**config.mk**
```make
export PLATFORM = sky130hd
export DESIGN_NAME = bfs_breaker_failure_monitor
export DESIGN_NICKNAME = d
export VERILOG_FILES = /design/src/logic/bfs_pkg.sv /design/src/logic/bfs_tmr_if.sv /design/src/logic/bfs_breaker_failure_monitor.sv /design/src/logic/bfs_sup_timer.sv
export SDC_FILE = /design/constraint.sdc
export NUM_CORES = 1
export LEC_CHECK = 0
export ABC_AREA = 1
export BUFFER_PORTS_ARGS = -buffer_cell sky130_fd_sc_hd__buf_4
export CAP_MARGIN = 10
export CORE_MARGIN = 5
export CORE_UTILIZATION = 54
export CTS_CLUSTER_SIZE = 25
export DETAILED_ROUTE_END_ITERATION = 7
export GPL_TIMING_DRIVEN = 0
export PLACE_DENSITY_LB_ADDON = 0.1
export SLEW_MARGIN = 0
export SYNTH_ARGS = -nofsm -noshare
export SYNTH_HDL_FRONTEND = slang
export SYNTH_HIERARCHICAL = 1
export SYNTH_SLANG_ARGS = --single-unit
```
**constraint.sdc**
```tcl
create_clock -name clk -period 3.21 [get_ports clk]
set_input_delay 0.642 -clock clk [delete_from_list [all_inputs] [get_ports clk]]
set_output_delay 0.642 -clock clk [all_outputs]
set_load 0.01 [all_outputs]
```
**src/logic/bfs_pkg.sv**
```systemverilog
// ==========================================================
// shared constants for the breaker failure monitor
package bfs_pkg;
   // register byte offsets
   localparam logic [7:0] BFS_OFS_CTRL = 8'h00;
   localparam logic [7:0] BFS_OFS_STATUS = 8'h04;
   localparam logic [7:0] BFS_OFS_ACK = 8'h08;
   localparam logic [7:0] BFS_OFS_THR_BASE = 8'h10;
   localparam logic [7:0] BFS_OFS_TIME_BASE = 8'h20;
   // control field positions
   localparam int BFS_CTRL_SCHEME_LSB = 0;
   localparam int BFS_CTRL_TRIG_LSB = 2;
   localparam int BFS_CTRL_SET_LSB = 4;
   // status field positions
   localparam int BFS_STAT_STATE_LSB = 0;
   localparam int BFS_STAT_TRIP_BIT = 2;
   localparam int BFS_STAT_LOCK_BIT = 3;
   localparam int BFS_STAT_TRIG_BIT = 4;
   localparam int BFS_ACK_BIT = 0;
   // widths and counts
   localparam int BFS_NUM_SETS = 4;
   localparam int BFS_VAL_W = 16;
   localparam int BFS_SYNC_W = 7;
   // reset values
   localparam logic [15:0] BFS_RST_THR = 16'h0100;
   localparam logic [15:0] BFS_RST_TIME = 16'h0064;
   localparam logic [5:0] BFS_RST_CTRL = 6'h05;
   // timebase: one supervision tick per millisecond
   localparam int BFS_CLK_PERIOD_NS = 25;
   localparam int BFS_TICK_PERIOD_NS = 1000000;
   localparam int BFS_TICK_CYCLES = BFS_TICK_PERIOD_NS / BFS_CLK_PERIOD_NS;

   typedef enum logic [1:0]
   {
      BFS_SCHEME_CURRENT = 2'b00,
      BFS_SCHEME_POSITION = 2'b01,
      BFS_SCHEME_COMBINED = 2'b10,
      BFS_SCHEME_COMBINED_ALT = 2'b11
   } bfs_scheme_e;

   typedef enum logic [1:0]
   {
      BFS_TRIG_NONE = 2'b00,
      BFS_TRIG_ALL = 2'b01,
      BFS_TRIG_EXTERNAL = 2'b10,
      BFS_TRIG_CURRENT = 2'b11
   } bfs_trig_e;

   typedef enum logic [1:0]
   {
      BFS_ST_STANDBY = 2'b00,
      BFS_ST_RUNNING = 2'b01,
      BFS_ST_TRIPPED = 2'b11,
      BFS_ST_REJECTED = 2'b10
   } bfs_state_e;
endpackage : bfs_pkg

```
**src/logic/bfs_tmr_if.sv**
```systemverilog
`timescale 1ns/1ps
// ==========================================================
// link between the supervisor and its supervision timer
interface bfs_tmr_if;
   logic start;
   logic stop;
   logic [15:0] limit;
   logic expired;
   logic running;
   modport ctl (output start, output stop, output limit, input expired, input running);
   modport tmr (input start, input stop, input limit, output expired, output running);
endinterface : bfs_tmr_if

```
**src/logic/bfs_breaker_failure_monitor.sv**
```systemverilog
`timescale 1ns/1ps
module bfs_breaker_failure_monitor
   import bfs_pkg::*;
#(
   parameter int TICK_CYCLES = BFS_TICK_CYCLES
)
(
   input wire logic clk,
   input wire logic rstn,
   // apb slave
   input wire logic psel,
   input wire logic penable,
   input wire logic pwrite,
   input wire logic [7:0] paddr,
   input wire logic [31:0] pwdata,
   output logic [31:0] prdata,
   output logic pready,
   output logic pslverr,
   // breaker-mapped trips, extra trigger inputs and breaker position, asynchronous pins
   input wire logic mapped_external_trip,
   input wire logic mapped_current_trip,
   input wire logic mapped_other_trip,
   input wire logic extra_trigger_input_a,
   input wire logic extra_trigger_input_b,
   input wire logic extra_trigger_input_c,
   input wire logic breaker_open_position,
   // measured current from the same clock domain
   input wire logic [15:0] measured_current,
   // outputs
   output logic backup_trip,
   output logic lockout
);
   // ==========================================================
   // input synchronisers
   logic [BFS_SYNC_W-1:0] pin_raw;
   logic [BFS_SYNC_W-1:0] sync_a;
   logic [BFS_SYNC_W-1:0] sync_b;

   // bit 6 position pin, bits 5..3 extra inputs, bits 2..0 mapped trips
   assign pin_raw = {breaker_open_position, extra_trigger_input_c, extra_trigger_input_b,
                     extra_trigger_input_a, mapped_other_trip, mapped_current_trip,
                     mapped_external_trip};

   // two flip-flops per pin
   genvar gi;
   generate
      for (gi = 0; gi < BFS_SYNC_W; gi++)
      begin : g_sync
         always_ff @(posedge clk)
         begin
            if (!rstn)
            begin
               sync_a[gi] <= 1'b0;
               sync_b[gi] <= 1'b0;
            end
            else
            begin
               sync_a[gi] <= pin_raw[gi];
               sync_b[gi] <= sync_a[gi];
            end
         end
      end
   endgenerate

   // synchronised pin levels, only the second stage is read
   wire ext_trip = sync_b[0];
   wire cur_trip = sync_b[1];
   wire oth_trip = sync_b[2];
   wire extra_any = |sync_b[5:3]; // mapping plays no part here
   wire pos_open = sync_b[6];

   // ==========================================================
   // configuration registers
   // control word, four parameter sets, acknowledge strobe
   logic [5:0] ctrl;
   logic [15:0] thr_set [BFS_NUM_SETS];
   logic [15:0] time_set [BFS_NUM_SETS];
   logic ack_pulse;

   // fields of the control word
   wire bfs_scheme_e scheme = bfs_scheme_e'(ctrl[BFS_CTRL_SCHEME_LSB +: 2]);
   wire bfs_trig_e trig_mode = bfs_trig_e'(ctrl[BFS_CTRL_TRIG_LSB +: 2]);
   wire [1:0] set_sel = ctrl[BFS_CTRL_SET_LSB +: 2];

   // values of the active parameter set
   wire [15:0] act_thr = thr_set[set_sel]; // active parameter set
   wire [15:0] act_time = time_set[set_sel];

   // ==========================================================
   // apb decode
   wire setup = psel && !penable;
   wire access = psel && penable;
   // address decode, one word per register
   wire hit_ctrl = (paddr == BFS_OFS_CTRL);
   wire hit_stat = (paddr == BFS_OFS_STATUS);
   wire hit_ack = (paddr == BFS_OFS_ACK);
   wire hit_thr = (paddr[7:4] == BFS_OFS_THR_BASE[7:4]) && (paddr[1:0] == 2'b00);
   wire hit_time = (paddr[7:4] == BFS_OFS_TIME_BASE[7:4]) && (paddr[1:0] == 2'b00);
   wire [1:0] set_idx = paddr[3:2];

   // any register hit, and the write strobe of the access phase
   wire mapped = hit_ctrl || hit_stat || hit_ack || hit_thr || hit_time;
   wire wr_en = access && pwrite && mapped;

   // zero wait states; unmapped accesses flagged and ignored
   assign pready = 1'b1;
   assign pslverr = access && !mapped;

   // one-cycle acknowledge strobe for the lockout
   assign ack_pulse = wr_en && hit_ack && pwdata[BFS_ACK_BIT];

   // control register write
   always_ff @(posedge clk)
   begin
      if (!rstn)
         ctrl <= BFS_RST_CTRL;
      else if (wr_en && hit_ctrl)
         ctrl <= pwdata[5:0];
   end

   // parameter sets, one generate entry per set
   generate
      for (gi = 0; gi < BFS_NUM_SETS; gi++)
      begin : g_set
         always_ff @(posedge clk)
         begin
            if (!rstn)
            begin
               thr_set[gi] <= BFS_RST_THR;
               time_set[gi] <= BFS_RST_TIME;
            end
            else if (wr_en && set_idx == 2'(gi))
            begin
               if (hit_thr)
                  thr_set[gi] <= pwdata[15:0];
               if (hit_time)
                  time_set[gi] <= pwdata[15:0];
            end
         end
      end
   endgenerate

   // ==========================================================
   // trigger selection
   // mapped trips picked by the trigger mode, every mode decoded
   logic mapped_sel;
   always_comb
   begin
      unique case (trig_mode)
         BFS_TRIG_NONE: mapped_sel = 1'b0;
         BFS_TRIG_ALL: mapped_sel = ext_trip || cur_trip || oth_trip;
         BFS_TRIG_EXTERNAL: mapped_sel = ext_trip;
         BFS_TRIG_CURRENT: mapped_sel = cur_trip;
      endcase
   end

   // extra inputs count in every mode
   wire trigger = mapped_sel || extra_any;

   // ==========================================================
   // opening detection and failure decision
   // current below the active threshold
   wire cur_low = (measured_current < act_thr);

   // opening seen, and failure verdict should the timer run out
   logic opened;
   logic fail_at_expiry;
   always_comb
   begin
      unique case (scheme)
         BFS_SCHEME_CURRENT:
         begin
            opened = cur_low;
            fail_at_expiry = !cur_low;
         end
         BFS_SCHEME_POSITION:
         begin
            opened = pos_open;
            fail_at_expiry = !pos_open;
         end
         // both upper codes mean the combined scheme
         BFS_SCHEME_COMBINED, BFS_SCHEME_COMBINED_ALT:
         begin
            opened = cur_low && pos_open;
            fail_at_expiry = !cur_low && !pos_open;
         end
      endcase
   end
   // breaker already open with current low blocks pickup
   wire pickup_block = cur_low && pos_open;

   // ==========================================================
   // supervision timer
   // timer link and state register
   bfs_tmr_if tif ();
   bfs_state_e state;
   bfs_state_e next_state;
   wire in_standby = (state == BFS_ST_STANDBY);
   wire in_running = (state == BFS_ST_RUNNING);

   // tick prescaler and tick counter
   bfs_sup_timer #(
      .TICK_CYCLES(TICK_CYCLES)
   ) u_timer (
      .clk(clk),
      .rstn(rstn),
      .tif(tif)
   );

   // limit from the active parameter set
   assign tif.limit = act_time; // counted in ticks
   // start only from stand-by with nothing seen open
   assign tif.start = in_standby && trigger && !pickup_block && !opened;
   // no stop in the start cycle: stop has priority inside the timer
   assign tif.stop = !tif.start && (!in_running || opened);

   // ==========================================================
   // state sequence
   // next state from trigger, opening and expiry
   always_comb
   begin
      next_state = state;
      unique case (state)
         BFS_ST_STANDBY:
         begin
            // breaker already shown open: nothing to supervise
            if (trigger && (opened || pos_open))
               next_state = BFS_ST_REJECTED;
            else if (tif.start)
               next_state = BFS_ST_RUNNING;
         end
         BFS_ST_RUNNING:
         begin
            // trigger level ignored while counting
            if (opened)
               next_state = trigger ? BFS_ST_REJECTED : BFS_ST_STANDBY;
            else if (tif.expired && fail_at_expiry)
               next_state = BFS_ST_TRIPPED;
            // expiry in the combined scheme with only one of current low and position open
            else if (tif.expired)
               next_state = trigger ? BFS_ST_REJECTED : BFS_ST_STANDBY;
         end
         BFS_ST_TRIPPED:
         begin
            // trip stands while any trigger remains
            if (!trigger)
               next_state = BFS_ST_STANDBY;
         end
         BFS_ST_REJECTED:
         begin
            // rejected until the triggers fall back
            if (!trigger)
               next_state = BFS_ST_STANDBY;
         end
      endcase
   end

   // trip level and its rising edge
   wire next_trip = (next_state == BFS_ST_TRIPPED);
   wire trip_rise = next_trip && (state != BFS_ST_TRIPPED);

   // state register
   always_ff @(posedge clk)
   begin
      if (!rstn)
         state <= BFS_ST_STANDBY;
      else
         state <= next_state;
   end

   // backup trip follows the tripped state
   always_ff @(posedge clk)
   begin
      if (!rstn)
         backup_trip <= 1'b0;
      else
         backup_trip <= next_trip;
   end

   // lockout latch, set wins over a same-cycle acknowledge
   always_ff @(posedge clk)
   begin
      if (!rstn)
         lockout <= 1'b0;
      else if (trip_rise)
         lockout <= 1'b1;
      else if (ack_pulse)
         lockout <= 1'b0;
   end

   // ==========================================================
   // read data, captured in the setup cycle
   // read selection, unmapped and write-only words read zero
   logic [31:0] rd_mux;
   always_comb
   begin
      rd_mux = '0;
      if (hit_ctrl)
         rd_mux = {26'h000_0000, ctrl};
      // status: state, trip, lockout, effective trigger
      else if (hit_stat)
      begin
         rd_mux[BFS_STAT_STATE_LSB +: 2] = state;
         rd_mux[BFS_STAT_TRIP_BIT] = backup_trip;
         rd_mux[BFS_STAT_LOCK_BIT] = lockout;
         rd_mux[BFS_STAT_TRIG_BIT] = trigger;
      end
      else if (hit_thr)
         rd_mux = {16'h0000, thr_set[set_idx]};
      else if (hit_time)
         rd_mux = {16'h0000, time_set[set_idx]};
   end

   // read data register, held through the access phase
   always_ff @(posedge clk)
   begin
      if (!rstn)
         prdata <= '0;
      else if (setup && !pwrite)
         prdata <= rd_mux;
   end
endmodule : bfs_breaker_failure_monitor

```
**src/logic/bfs_sup_timer.sv**
```systemverilog
`timescale 1ns/1ps
// ==========================================================
// supervision timer counting whole timebase ticks
module bfs_sup_timer
   import bfs_pkg::*;
#(
   parameter int TICK_CYCLES = BFS_TICK_CYCLES
)
(
   input wire logic clk,
   input wire logic rstn,
   bfs_tmr_if.tmr tif
);
   logic [31:0] prescale;
   logic [15:0] ticks;
   logic running;
   wire tick = (prescale == 32'(TICK_CYCLES - 1));

   // prescaler restarts with each start so the first tick is a full one
   always_ff @(posedge clk)
   begin
      if (!rstn || tif.start || tick)
         prescale <= '0;
      else
         prescale <= prescale + 32'h0000_0001;
   end

   // tick count, kept running regardless of the trigger level
   always_ff @(posedge clk)
   begin
      if (!rstn || tif.stop)
      begin
         running <= 1'b0;
         ticks <= '0;
      end
      else if (tif.start)
      begin
         running <= 1'b1;
         ticks <= '0;
      end
      else if (running && tick && ticks != tif.limit)
         ticks <= ticks + 16'h0001;
   end

   assign tif.running = running;
   assign tif.expired = running && (ticks == tif.limit);
endmodule : bfs_sup_timer

```
==> results <==
- The flow ran to the end, and the final reports show no timing, DRC or antenna violations.
- The total of hold buffers inserted after clock tree synthesis is 0.
- The slowest stage of the critical path belongs to the cell sky130_fd_sc_hd__dfxtp_4.
- The worst setup path is captured at a register.
- The first global-routing pass estimated around 56 mm of wire.
- The combinational family with the most area after synthesis is simple AND/OR/NAND/NOR gates.
- 0 antenna diodes ended up in the layout.
- Static timing analysis puts the maximum clock frequency at ~0.31 GHz.
- The adder and majority cell fraction of the synthesized area is 0.0180.
- The relative slew slack is 0.331.
- The portion of the post-synthesis area used by sequential elements is 0.479.
- The count of nets left with antenna violations once routing finished came out at 0.
- Along the worst path, the maximum fanout reaches 10.
- The insertion delay to the later sink of the worst-skew pair is 0.55 ns.
- The synthesized flop and latch total is 219.
- Counting distinct cell types in the post-synthesis netlist gives 50.
- After filler insertion, the fill cell instance count of the layout stands at 1,882.
- The synthesized area per cell is a little under 8 um^2.
- Yosys printed 6 warnings.
- The die width is 158 um.
- Pin placement for this block handled 104 I/O pins.
- In this run the most critical hold path is launched from mapped_other_trip.
- The share of synthesized cell area in and, or, nand and nor gates is 0.277.
- Counting the buffers created by CTS gives 25.
- The number of failing hold endpoints at the final stage is 0.
- The HPWL after detailed placement is ~26 mm.
- The global-route track usage on met3 is 0.0440.
- The number of remaining DRC errors is 0.
- The detailed router placed roughly 11k vias in this run.
- The multi-input combinational cells in the finished layout cover a total of 5320 um^2.
- The final clock period utilization by the worst path is 0.993.
- The setup slack after layout is ~0.022 ns.
- The tightest min-delay check is of the primary input to register type.
- The count of pins over their slew limit is 0.
- After the first detailed-routing iteration, the DRC count stood at between 1k and 1.5k.
- The maximum number of pins on one net before global-route repair is 17.
- The number of global-route vias before repair is 10.2k.
- For the pin with the worst max-slew slack, the measured transition is roughly 1 ns.
- Hold is met by 0.299 ns.
- The average wire per standard cell is 19.2 um.
- The signal on the critical path passes through buf_8, buf_4, a21oi_1, a32o_1, ha_1, nand4_1, a21oi_1, nor3_1, a21boi_4, nand2_2, a21oi_2, nor2_2, inv_2, nand3_4, buf_8, nor3b_2.
- Clock skew on the completed layout was measured at between 0.02 and 0.03 ns.
- The met1 routing resource usage after global routing is 0.399.
- The initial utilization of the core area, before any placement, comes to 0.546.
- The final period demand of the worst path is between 3 and 4 ns.
- The power density over cell area is 458 nW/um^2.
- The required time of the critical path is 3.67 ns.
- The initial antenna violation count is 0.
- The fraction of final layout cells with drive strength greater than 1 is 0.180.
- The die is 158 um tall.
- The total number of H-tree levels is 1.
- The overflow left after global routing is 0.
- Max-cap violations in this run came to 0.
- Setup repair after global routing could not meet its margin everywhere.
- Before antenna repair, the detailed router went through 6 iterations.
- The die covers roughly 25,000 um^2.
- The count of buffers inserted at the top-level ports is 69.
- The leakage power of the design is 5.80 nW.
- Registers take 5670 um^2.
- After detailed routing, the number of vias per cell comes to roughly 5.7.
- Counting every sink on the clock net gives 219.
- After floorplanning, the core was divided into 54 placement rows.
- The area fraction in compound gates after synthesis was 0.120.
- Summing every instance area after synthesis gives 11,800 um^2.
- The cell count after synthesis came out at around 1.5k.
- The fraction of the core area covered by cells at the end of the flow is 0.648.
- TritonCTS built the clock tree.
- The congestion estimate from routability-driven global placement came to 0.943.
- Counting along the longest clock path gives a buffer depth of 3.
- The worst setup path is of the register to register kind.
- The arrival time at the worst endpoint is between 3 and 4 ns.
- The layer carrying the most global-route usage is met2.
- The number of nets in the final layout is 1,715.
- The core area is between 20,000 and 25,000 um^2.
- The post-synthesis mux area share is 0.00190.
- OpenSTA, run right after detailed placement, puts the worst setup slack at -1.27 ns.
- The global-route usage over all layers is 0.289.
- STA classifies the critical path startpoint as a register.
- The global-route met2 utilization is 0.457.
- The clock transition at the registers of the reported paths is 0.06 ns.
- The worst-case IR drop observed on VDD is 404 uV.
- The routed wire length is about 37 mm.
- On the worst path, the slowest cell contributes a delay of 0.39 ns.
- The XOR/XNOR share of the synthesized area is 0.0126.
- Setup violations remaining at the end of the flow were counted as 0.
- From synthesis to final layout, the design area changed by 18.9%.
- The clock root buffer is sky130_fd_sc_hd__clkbuf_16.
## synth_stat cells, drive strengths merged
cell	n	area share
a2111oi	1	0.00074
a211oi	1	0.00063
a21boi	1	0.00063
a21oi	75	0.032
a22o	1	0.00074
a22oi	21	0.013
a31oi	4	0.0021
a32o	13	0.011
a32oi	3	0.0022
a41oi	1	0.00074
buf	42	0.026
clkbuf	32	0.011
clkinv	3	0.00095
conb	2	0.00063
dfxtp	91	0.15
edfxtp	128	0.32
ha	17	0.018
inv	167	0.053
mux2	2	0.0019
nand2	373	0.12
nand3	48	0.020
nand3b	2	0.0013
nand4	18	0.0095
nor2	279	0.098
nor3	36	0.018
nor3b	6	0.0038
nor4	1	0.00053
o2111ai	6	0.0044
o211ai	3	0.0019
o21ai	66	0.028
o21bai	1	0.00063
o22ai	38	0.020
o2bb2ai	2	0.0015
or2	4	0.0021
xnor2	2	0.0015
xor2	15	0.011
## report_power, final
group	total, mW	leakage [nW]	switching (mW)	internal (mW)
Combinational	0.583	3.44	0.377	0.206
Clock	2.73	0.394	1.17	1.56
Sequential	3.13	1.96	0.0602	3.07
## routing by layer
layer / share of wire / wire (um)
met5: 0 / 0
met4: 0.044 / 1620
met3: 0.096 / 3560
met2: 0.45 / 16700
met1: 0.41 / 15100
## through the flow
| stage | cells | setup TNS (ns) | cell area [um^2] | power (mW) |
|---|---|---|---|---|
| 2_1_floorplan | 1520 | 0 | 11900 | 3.49 |
| 3_3_place_gp | 1869 | -56.23 | 12800 | 3.70 |
| 3_5_place_dp | 1869 | -58.90 | 12800 | 3.71 |
| 4_1_cts | 1915 | 0 | 13700 | 6.40 |
| 5_1_grt | 1929 | -2.01 | 14100 | 6.64 |
| 6_report | 1929 | 0 | 14100 | 6.44 |
## repair_timing
action,in CTS,in global routing
buffers inserted,0,12
pin swaps,2,17
endpoints found under the setup margin,53,50
gates cloned,0,2
gates resized for setup,54,80
## state kept, by name, indices dropped and copies added (netlist names), 2 cells and up, named ones only
| register | cells |
|---|---|
| sync_b | 3 |
| u_timer/prescale | 32 |
| thr_set | 64 |
| sync_a | 7 |
| prdata | 16 |
| u_timer/ticks | 16 |
| state | 2 |
| time_set | 64 |
| ctrl | 6 |
## final timing paths
path	end	slack, ns	depth (start not counted)
worst max-delay path	u_timer/prescale[2]	0.02	16
worst min-delay path	sync_a[2]	0.30	3
worst max register to register	u_timer/prescale[2]	0.02	16
worst min register to register	sync_b[3]	0.42	2
## cell families (layout without fill, tap and decap cells)
kind of cell / count (synthesis) / after routing
simple gates: 767 / 767
buf+inv: 244 / 373
compound gates: 237 / 237
flops: 219 / 219
fa+ha+maj: 17 / 17
xor+xnor: 17 / 17
other cells: 2 / 17
mux: 2 / 2
## cell usage in the layout, fill, tap and decap left out, types with 4 or more instances in the layout
master and n:
sky130_fd_sc_hd__clkbuf_1 22, sky130_fd_sc_hd__nand4_1 18, sky130_fd_sc_hd__nor3_1 27, sky130_fd_sc_hd__xor2_1 15, sky130_fd_sc_hd__nor3_2 7, sky130_fd_sc_hd__o2111ai_1 6, sky130_fd_sc_hd__ha_1 17, sky130_fd_sc_hd__edfxtp_1 128
sky130_fd_sc_hd__a31oi_1 4, sky130_fd_sc_hd__a21oi_1 67, sky130_fd_sc_hd__clkbuf_8 6, sky130_fd_sc_hd__nor3b_2 4, sky130_fd_sc_hd__inv_1 129, sky130_fd_sc_hd__clkinv_2 7, sky130_fd_sc_hd__nor2_1 252, sky130_fd_sc_hd__clkinv_1 5
sky130_fd_sc_hd__buf_4 98, sky130_fd_sc_hd__buf_6 20, sky130_fd_sc_hd__nor2_2 18, sky130_fd_sc_hd__o22ai_1 31, sky130_fd_sc_hd__nand2_2 14, sky130_fd_sc_hd__buf_8 7, sky130_fd_sc_hd__dfxtp_1 89, sky130_fd_sc_hd__nand3_1 47
sky130_fd_sc_hd__nand2_4 5, sky130_fd_sc_hd__o22ai_2 7, sky130_fd_sc_hd__clkbuf_16 27, sky130_fd_sc_hd__nor2_4 7, sky130_fd_sc_hd__buf_1 4, sky130_fd_sc_hd__a32o_1 13, sky130_fd_sc_hd__conb_1 17, sky130_fd_sc_hd__inv_2 35
sky130_fd_sc_hd__a21oi_2 8, sky130_fd_sc_hd__nand2_1 354, sky130_fd_sc_hd__o21ai_0 66, sky130_fd_sc_hd__a22oi_1 21
## layout make-up
type,instances,share of cell area
plain buffers,74,0.0441
clock buffers,35,0.0507
clock inverters,11,0.00507
inverters,170,0.0463
multi-input cells,1057,0.378
flip-flops and latches,219,0.403
well taps,280,0.0249
repair buffers,83,0.0473
## worst max-delay path: cells and delay by family, from the launching register on
family | cells | cell delay, ns
simple gates | 6 | 0.89
compound gates | 5 | 0.89
buf+inv | 4 | 0.64
flops | 1 | 0.39
fa+ha+maj | 1 | 0.29
No activity file was read; power rests on OpenSTA's default activity.
